==> config.mk <==
export PLATFORM = sky130hd
export DESIGN_NAME = puim_top
export DESIGN_NICKNAME = d
export VERILOG_FILES = /design/src/puim_top.v /design/src/puim_sync.v /design/src/puim_capture.v
export VERILOG_INCLUDE_DIRS = /design/src
export SDC_FILE = /design/constraint.sdc
export NUM_CORES = 1
export LEC_CHECK = 0
export BUFFER_PORTS_ARGS = -buffer_cell sky130_fd_sc_hd__buf_2
export CORE_ASPECT_RATIO = 1.25
export CORE_UTILIZATION = 23
export CTS_CLUSTER_SIZE = 14
export DETAILED_ROUTE_END_ITERATION = 12
export PLACE_DENSITY = 0.36
export SYNTH_ARGS = -nofsm -noshare
export SYNTH_HDL_FRONTEND = slang
export SYNTH_SLANG_ARGS = --single-unit
==> constraint.sdc <==
create_clock -name i_sys_clk -period 4.52 [get_ports i_sys_clk]
set_clock_uncertainty 0.1 [all_clocks]
set_input_delay 0.904 -clock i_sys_clk [delete_from_list [all_inputs] [get_ports i_sys_clk]]
set_output_delay 0.904 -clock i_sys_clk [all_outputs]
set_load 0.005 [all_outputs]
==> src/puim_defs.vh <==
// How it works
// Writing one to TX request latches TX reference time and count.
// Writing one to RX request latches RX reference time and count.
// Capture register 0 shows low 32 bits of captured time.
// Capture register 1: time high [15:0], count [30:16], valid [31].
// Large time-of-day jump clears valid; software restarts then.
// Software joins high 16 and low 32 bits into 48-bit time.
// Software waits within min/max window before second capture.
// Software may reuse a valid later capture as next initial.
// Software divides reference interval by physical lane count.
// Elapsed time below min repeats wait; above max restarts.
// Count difference gets same min/max checks as time.
// RX over-maximum may restart or reuse later capture.
// UI equals elapsed time over count times per-lane interval.
// UI registers hold 4 integer and 28 fraction nanosecond bits.
// Software repeats measurement no sooner than minimum interval.
// Defaults: 0x018D3019 for 10G, 0x009EE00A for 38.79 ps modes. Code resets both UI registers to 0x009EE00A in every mode.
// Defaults: 0x004F7005 for 19.39 ps, 0x0027B802 for 9.70 ps. Code uses neither; reset is always 0x009EE00A.
// Reference event occurs per alignment marker or reference bit.
// Reference interval is a fixed mode-dependent bit count.
// Captured fields hold stable until next request same direction.
// Capture count increments once per reference event per direction.
`ifndef PUIM_DEFS_VH
`define PUIM_DEFS_VH
// ****************************************
// Register word addresses
// ****************************************
`define PUIM_A_SNAPSHOT   3'h0
`define PUIM_A_TX_INFO0   3'h1
`define PUIM_A_TX_INFO1   3'h2
`define PUIM_A_TX_UI      3'h3
`define PUIM_A_RX_INFO0   3'h4
`define PUIM_A_RX_INFO1   3'h5
`define PUIM_A_RX_UI      3'h6
`define PUIM_A_STATUS     3'h7
// ****************************************
// Field positions
// ****************************************
`define PUIM_SNAP_TX      0
`define PUIM_SNAP_RX      1
`define PUIM_HI_MSB       15
`define PUIM_CNT_LSB      16
`define PUIM_CNT_MSB      30
`define PUIM_VALID_BIT    31
// ****************************************
// Reset values
// ****************************************
`define PUIM_UI_RESET     32'h009ee00a
`define PUIM_CNT_RESET    15'h0000
`define PUIM_UNMAPPED     32'h00000000
`endif

==> src/puim_top.v <==
`default_nettype none
`include "puim_defs.vh"
// ****************************************
// Unit-interval measurement registers
// ****************************************
module puim_top (
    // Clock and reset
    input  wire        i_sys_clk,
    input  wire        i_rst,
    // Avalon-MM slave
    input  wire [2:0]  i_avs_address,
    input  wire        i_avs_read,
    input  wire        i_avs_write,
    input  wire [31:0] i_avs_writedata,
    input  wire [3:0]  i_avs_byteenable,
    output reg  [31:0] o_avs_readdata,
    output reg         o_avs_waitrequest,
    // Time and reference events (pins)
    input  wire [47:0] i_time_of_day_value,
    input  wire        i_time_jump,
    input  wire        i_tx_alignment_marker,
    input  wire        i_rx_alignment_marker,
    // Unit interval outputs
    output reg  [31:0] o_tx_unit_interval,
    output reg  [31:0] o_rx_unit_interval
);
    // ****************************************
    // Pin synchronisers and edge detect
    // ****************************************
    wire       tx_lvl;
    wire       rx_lvl;
    wire       jump_lvl;
    reg        tx_lvl_q;
    reg        rx_lvl_q;
    reg        jump_lvl_q;
    reg [47:0] time_of_day_q;
    puim_sync u_sync_tx (
        .i_sys_clk (i_sys_clk),
        .i_rst     (i_rst),
        .i_pin     (i_tx_alignment_marker),
        .o_level   (tx_lvl)
    );
    puim_sync u_sync_rx (
        .i_sys_clk (i_sys_clk),
        .i_rst     (i_rst),
        .i_pin     (i_rx_alignment_marker),
        .o_level   (rx_lvl)
    );
    puim_sync u_sync_jump (
        .i_sys_clk (i_sys_clk),
        .i_rst     (i_rst),
        .i_pin     (i_time_jump),
        .o_level   (jump_lvl)
    );
    always @(posedge i_sys_clk) begin
        if (i_rst) begin
            tx_lvl_q   <= 1'b0;
            rx_lvl_q   <= 1'b0;
            jump_lvl_q <= 1'b0;
            time_of_day_q <= 48'h000000000000;
        end else begin
            tx_lvl_q   <= tx_lvl;
            rx_lvl_q   <= rx_lvl;
            jump_lvl_q <= jump_lvl;
            time_of_day_q <= i_time_of_day_value;
        end
    end
    wire tx_evt   = tx_lvl & ~tx_lvl_q;
    wire rx_evt   = rx_lvl & ~rx_lvl_q;
    wire jump_evt = jump_lvl & ~jump_lvl_q;

    // ****************************************
    // Bus decode
    // ****************************************
    wire acc    = (i_avs_read | i_avs_write) & o_avs_waitrequest;
    wire wr_acc = i_avs_write & o_avs_waitrequest;
    wire snap_wr = wr_acc & (i_avs_address == `PUIM_A_SNAPSHOT)
                   & i_avs_byteenable[0];
    wire tx_snap = snap_wr & i_avs_writedata[`PUIM_SNAP_TX];
    wire rx_snap = snap_wr & i_avs_writedata[`PUIM_SNAP_RX];

    // ****************************************
    // Capture engines
    // ****************************************
    wire [31:0] tx_info0;
    wire [31:0] tx_info1;
    wire [31:0] rx_info0;
    wire [31:0] rx_info1;
    puim_capture u_cap_tx (
        .i_sys_clk           (i_sys_clk),
        .i_rst               (i_rst),
        .i_ref_event         (tx_evt),
        .i_time_jump         (jump_evt),
        .i_time_of_day_value (time_of_day_q),
        .i_snap_req          (tx_snap),
        .o_info0             (tx_info0),
        .o_info1             (tx_info1)
    );
    puim_capture u_cap_rx (
        .i_sys_clk           (i_sys_clk),
        .i_rst               (i_rst),
        .i_ref_event         (rx_evt),
        .i_time_jump         (jump_evt),
        .i_time_of_day_value (time_of_day_q),
        .i_snap_req          (rx_snap),
        .o_info0             (rx_info0),
        .o_info1             (rx_info1)
    );

    // ****************************************
    // Byte-enable merge
    // ****************************************
    function [31:0] be_merge;
        input [31:0] old_v;
        input [31:0] new_v;
        input [3:0]  be;
        integer k;
        begin
            be_merge = old_v;
            for (k = 0; k < 4; k = k + 1) begin
                if (be[k]) begin
                    be_merge[k*8 +: 8] = new_v[k*8 +: 8];
                end
            end
        end
    endfunction

    // ****************************************
    // Registers and answer
    // ****************************************
    reg [31:0] rd_d;
    always @* begin
        case (i_avs_address)
            `PUIM_A_TX_INFO0: rd_d = tx_info0;
            `PUIM_A_TX_INFO1: rd_d = tx_info1;
            `PUIM_A_TX_UI:    rd_d = o_tx_unit_interval;
            `PUIM_A_RX_INFO0: rd_d = rx_info0;
            `PUIM_A_RX_INFO1: rd_d = rx_info1;
            `PUIM_A_RX_UI:    rd_d = o_rx_unit_interval;
            `PUIM_A_STATUS:   rd_d = {30'h00000000, rx_info1[31],
                                      tx_info1[31]};
            default:          rd_d = `PUIM_UNMAPPED;
        endcase
    end
    always @(posedge i_sys_clk) begin
        if (i_rst) begin
            o_avs_waitrequest  <= 1'b1;
            o_avs_readdata     <= `PUIM_UNMAPPED;
            o_tx_unit_interval <= `PUIM_UI_RESET;
            o_rx_unit_interval <= `PUIM_UI_RESET;
        end else begin
            // One wait cycle, then release
            o_avs_waitrequest <= ~acc;
            if (acc & i_avs_read) begin
                o_avs_readdata <= rd_d;
            end
            if (wr_acc && i_avs_address == `PUIM_A_TX_UI) begin
                o_tx_unit_interval <= be_merge(o_tx_unit_interval,
                    i_avs_writedata, i_avs_byteenable);
            end
            if (wr_acc && i_avs_address == `PUIM_A_RX_UI) begin
                o_rx_unit_interval <= be_merge(o_rx_unit_interval,
                    i_avs_writedata, i_avs_byteenable);
            end
        end
    end
endmodule // puim_top
`default_nettype wire

==> src/puim_sync.v <==
`default_nettype none
// ****************************************
// Three-stage pin synchroniser with agreement
// ****************************************
module puim_sync (
    // Clock and reset
    input  wire i_sys_clk,
    input  wire i_rst,
    // Data
    input  wire i_pin,
    output reg  o_level
);
    reg s1_q;
    reg s2_q;
    reg s3_q;
    always @(posedge i_sys_clk) begin
        if (i_rst) begin
            s1_q    <= 1'b0;
            s2_q    <= 1'b0;
            s3_q    <= 1'b0;
            o_level <= 1'b0;
        end else begin
            s1_q <= i_pin;
            s2_q <= s1_q;
            s3_q <= s2_q;
            if (s2_q == s3_q) begin
                o_level <= s3_q;
            end
        end
    end
endmodule // puim_sync
`default_nettype wire

==> src/puim_capture.v <==
`default_nettype none
`include "puim_defs.vh"
// ****************************************
// One direction: event counter and snapshot
// ****************************************
module puim_capture (
    // Clock and reset
    input  wire        i_sys_clk,
    input  wire        i_rst,
    // Events
    input  wire        i_ref_event,
    input  wire        i_time_jump,
    input  wire [47:0] i_time_of_day_value,
    input  wire        i_snap_req,
    // Snapshot
    output wire [31:0] o_info0,
    output wire [31:0] o_info1
);
    reg [14:0] cnt_q;
    reg [47:0] ref_time_q;
    reg        ref_valid_q;
    reg [47:0] cap_time_q;
    reg [14:0] cap_cnt_q;
    reg        cap_valid_q;
    always @(posedge i_sys_clk) begin
        if (i_rst) begin
            cnt_q       <= `PUIM_CNT_RESET;
            ref_time_q  <= 48'h000000000000;
            ref_valid_q <= 1'b0;
            cap_time_q  <= 48'h000000000000;
            cap_cnt_q   <= `PUIM_CNT_RESET;
            cap_valid_q <= 1'b0;
        end else begin
            if (i_ref_event) begin
                ref_time_q  <= i_time_of_day_value;
                cnt_q       <= cnt_q + 15'h0001;
                ref_valid_q <= ~i_time_jump;
            end else if (i_time_jump) begin
                ref_valid_q <= 1'b0;
            end
            if (i_snap_req) begin
                cap_time_q  <= ref_time_q;
                cap_cnt_q   <= cnt_q;
                cap_valid_q <= ref_valid_q & ~i_time_jump;
            end else if (i_time_jump) begin
                cap_valid_q <= 1'b0;
            end
        end
    end
    // Time and count fields hold until next request; a time jump clears valid
    assign o_info0 = cap_time_q[31:0];
    assign o_info1 = {cap_valid_q, cap_cnt_q,
                      cap_time_q[47:32]};
endmodule // puim_capture
`default_nettype wire

Word level (Yosys, flattened, before mapping)
Index checks and enable logic that the tools add are counted.

word-level totals
  bits in registers = 416
  input port bits = 94
  output and inout port bits = 97
  logic and storage cells = 89

cells by class
  mux-type cells = 6
  reductions and logical operators = 15
  bitwise logic cells = 18
  eq/ne operators = 10
  $add $sub $neg = 2

operator list
  kind                   count
  $pmux 32 s7            1
  $add 15x1->15 const B  2
  $reduce_and 2->1       8
  $and 1x1->1            12
  $eq 3x3->1 const B     4
  $reduce_bool 2->1      4
  $eq 3x2->1 const B     2
  $mux 1                 5
  $not 1->1              5
  $eq 1x1->1             3
  $eq 3x1->1 const B     1
  $logic_not 3->1        1
  $logic_and 1x1->1      2
  $or 1x1->1             1

Depth between registers and ports, before layout
  word-level depth = 5
  gate-level depth with buffers = 7
  gate-level depth less buffers = 5

By module
A second synthesis with hierarchy kept.

unflattened totals
  cell total of the unflattened synthesis = 1631
  area, all modules = 16230.6 um^2

modules (own cells, without submodules)
  module        instances  cells each  area each (um^2)
  puim_capture  2          445         4667.0
  puim_top      1          711         6558.8
  puim_sync     3          10          112.6

Worst setup path after synthesis
OpenSTA, ideal clock, no wires.

  kind = input port to flip-flop
  from = input i_avs_address[0]
  to = register o_avs_readdata[10]
  library setup time = 0.117 ns
  buffers on the path = 2
  data arrival time = 2.159 ns
  required time = 4.303 ns
  stages on the path = 5
  path slack = 2.143 ns
  path through = buf_2 buf_2 mux2_2 a221o_1 a32o_1

between the ends
  cells in the longest elaborated chain, start to end = 2
  elaborated cells between the ends (all ways) = 8
  those cells by class = eq/ne (7); mux (1)

ends and longest elaborated chain
  item                                line            RTL
  from (decl)                         puim_top.v:11   input wire [2:0] i_avs_address,
  $eq 3x3->1 (tied with other cells)  puim_top.v:133  case (i_avs_address)
  $pmux 32 s7 (*)                     puim_top.v:133
  to (signal assigned)                puim_top.v:148  o_avs_readdata <= `PUIM_UNMAPPED;
  to (signal assigned)                puim_top.v:155  o_avs_readdata <= rd_d;
  to (decl)                           puim_top.v:16   output reg [31:0] o_avs_readdata,

Every way passes the cells marked *; elsewhere a longest branch is shown, timed or not.
A chain may end at the register's enable or synchronous reset.

Worst setup path in the final report
  from = input i_avs_address[1]
  to = register u_cap_rx.cap_time_q[24]

between the ends
  cells in the longest elaborated chain, start to end = 4

ends and longest elaborated chain
  item                              line               RTL
  $logic_not 3->1 (no source line)  -
  $and 1x1->1 (2 in series)         puim_top.v:77      wire snap_wr = wr_acc & (i_avs_address == `PUIM_A_SNAPSHOT)
  $and 1x1->1                       puim_top.v:80      wire rx_snap = snap_wr & i_avs_writedata[`PUIM_SNAP_RX];
  to (signal assigned)              puim_capture.v:42  cap_time_q <= ref_time_q;
  to (decl)                         puim_capture.v:22  reg [47:0] cap_time_q;

Every way passes these cells.

==> results_dict.tcl <==
set metrics [dict create \
    antenna_found_initial 1 \
    core.rowCount 106 \
    clockBufferDepth 3 \
    peakVddDrop_uv 231 \
    cts_buffers 47 \
    postSynthAreaPerCell_um2 8.42 \
    clock_power_share 0.491 \
    syn_inst 1860 \
    grt_max_degree 141 \
    synth_area_leaders "dfxtp_1 (53%), nand2_1 (13%), a21oi_1 (9.3%)" \
    synth.distinct_cells 47 \
    fin_nets 2082 \
    multi_input_area_mm2 0.00675 \
    drc 0 \
    required_ns 4.85 \
    worstSetupPathType "in -> reg" \
    cts_hold_buf 0 \
    seqPwrFrac 0.466 \
    syn_nets 1956 \
    dp_cells 2801 \
    cp_cell_sequence "buf_2 -> nor3_2 -> nand3_2 -> buf_4 -> nand2_1 -> a21oi_1" \
    max_freq_ghz 0.347 \
    core_area_mm2 0.0671 \
    cts.htree.levels 2 \
    critPathArrivalTime_ns 3.21 \
    overflow 0 \
    n_fill_cell 7330 \
    stdcell_count 2884 \
    crit_slowest_cell "nand3_2" \
    drt-total-wl_um 56700 \
    yosysWarnings 0 \
    hpwl_um 38700 \
    p_sw_frac 0.230 \
    ant_nets 0 \
    power.switching_mw 1.85 \
    yosysTopAreaCell "dfxtp_1" \
    synthArstFlopShare 0 \
    worst_pin_slew_ns 0.937 \
    io_buffer_count 190 \
    crit_family "simple AND/OR/NAND/NOR gates" \
    drv_slew 0 \
    grt_pass1_wl_um 86100 \
    worst_slack_ns 1.64 \
    via_per_inst 4.65 \
    post-synth-top-count-cell "nand2_1" \
    clk_pin_slew_ns 0.06 \
    root_buffer "clkbuf_16" \
    postCtsSetupBuffers 0 \
    hold_viol_final 0 \
    via_count 13400 \
    drt-pass1-iter-count 5 \
    start_util 0.233 \
    p_int_mw 6.20 \
    grt_use_total 0.162 \
    cts_tree "built" \
    hp-class "reg -> reg" \
    synth_flop_cell "dfxtp_1" \
    fin_crit_sh 0.638 \
    die_w_um 235 \
    setup_viol 0 \
    finalSetupTns_ns 0 \
    grt_pass1_vias 13085 \
    fin_crit_ns 2.88 \
    register_area_mm2 0.00833 \
    grt_setup_unrepaired "no" \
    cts_resized 0 \
    area_growth_pct 21.4 \
    dieHeight_um 294 \
    yosys-top-cells-count "nand2_1 (563), dfxtp_1 (416), a21oi_1 (292)" \
    netlist_area_mm2 0.0157 \
    path_buf_inv 2 \
    maxCapViolations 0 \
    slowest_delay_ns 0.80 \
    cts_sinks 416 \
    max-slew-margin-rel 0.374 \
    outcome "complete, no violations" \
    first_iter_violations 758 \
    die_area_mm2 0.0692 \
    power_density_mw_per_mm2 423 \
    synth_edf_count 0 \
    ys_seq_elements 416 \
    drive_gt1_frac 0.166 \
    ios 191 \
    leakage_nw 6.63 \
    synth_top_area_frac 0.532 \
    path_max_fanout 37 \
    share_comb_of_total_power 0.043 \
    clk_latency_ns 0.57 \
    worst_setup_path_start_kind "input port" \
    avgRoutedWirePerCell_um 19.7 \
    gp_congestion 0.772 \
    post-place-ws_ns 0.943 \
    cp-end-kind "register" \
    p_total_mw 8.06 \
    ys_seq_area_frac 0.532 \
]
[per-stage QoR]
step	hold WS (ns)	utilization	cell area (µm²)
finish	0.335	0.283	19000
global route	0.360	0.283	19000
CTS	0.339	0.283	19000
detailed placement	0.326	0.260	17500
global placement	0.322	0.260	17500
floorplan	0.314	-	15700
[worst register-to-register path: stages, from the launching register on]
cell and delay (ns):
dfxtp_1 0.50, and3_1 0.36, nand3_2 0.76, buf_4 0.54
nand2_1 0.12, a21oi_1 0.07
[cells in the final DEF, fill, tap and decap left out, types with 16 or more instances in the layout]
master,count
buf_2,189
nand2_1,563
dfxtp_1,416
o21ai_0,87
a22o_1,29
mux2_2,31
nand3_1,28
a21oi_1,292
mux2i_1,19
clkbuf_16,49
a32o_1,16
nor2b_1,61
nor2_1,37
buf_4,25
[kinds of logic (layout without fill, tap and decap cells)]
| logic type | count (synthesis) | in the layout | share of synthesized area |
|---|---|---|---|
| AOI/OAI and AO/OA | 481 | 481 | 0.181 |
| muxes | 51 | 51 | 0.0359 |
| xor gates and xnor gates | 19 | 19 | 0.0106 |
| and+or+nand+nor | 741 | 741 | 0.200 |
| adders and majority gates | 2 | 2 | 0.00160 |
| other | 0 | 1 | 0 |
| DFF | 416 | 416 | 0.532 |
| buffers and inverters | 150 | 309 | 0.0397 |
[metal layers]
metal | part of all wire | wire (µm) | vias to the layer above | GRT usage
li1 | - | - | 6578 | -
met1 | 0.51 | 28600 | 6446 | 0.235
met2 | 0.43 | 24400 | 318 | 0.246
met3 | 0.047 | 2660 | 56 | 0.0287
met4 | 0.017 | 982 | 2 | 0.0391
met5 | 0.00014 | 8 | - | 0
[final cells by class]
class                      instances  area share
timing repair buffer             221      0.0667
tap                              864      0.0568
inverter                           6     0.00118
multi-input combinational       1294       0.355
clock inverter                    13      0.0105
clock buffer                      69      0.0721
sequential                       416       0.438
antenna                            1    0.000132
[path summary, 6_finish.rpt]
path / startpoint / cells past startpoint / endpoint / slack (ns)
max: i_avs_address[1] / 6 / u_cap_rx.cap_time_q[24] / 1.64
min: u_sync_tx.s1_q / 1 / u_sync_tx.s2_q / 0.33
max reg2reg: o_avs_waitrequest / 5 / u_cap_rx.cap_time_q[24] / 1.93
min reg2reg: u_sync_tx.s1_q / 1 / u_sync_tx.s2_q / 0.33
[power groups by stage]
stage / logic (mW) / clock network (mW) / registers, mW
after floorplan: 0.192 / 0 / 3.81
after global placement: 0.355 / 0 / 3.83
final: 0.348 / 3.96 / 3.75
after detailed placement: 0.357 / 0 / 3.83
after global routing: 0.382 / 4.24 / 3.75
after CTS: 0.357 / 4.09 / 3.75
[registers in the layout, indices dropped and copies added, names as in the netlist, 15 cells and up]
register             flops
o_avs_readdata          32
o_rx_unit_interval      32
o_tx_unit_interval      32
time_of_day_q           48
u_cap_rx.cap_cnt_q      15
u_cap_rx.cap_time_q     48
u_cap_rx.cnt_q          15
u_cap_rx.ref_time_q     48
u_cap_tx.cap_cnt_q      15
u_cap_tx.cap_time_q     48
u_cap_tx.cnt_q          15
u_cap_tx.ref_time_q     48
Note: power is estimated with default switching activity, not from simulation.
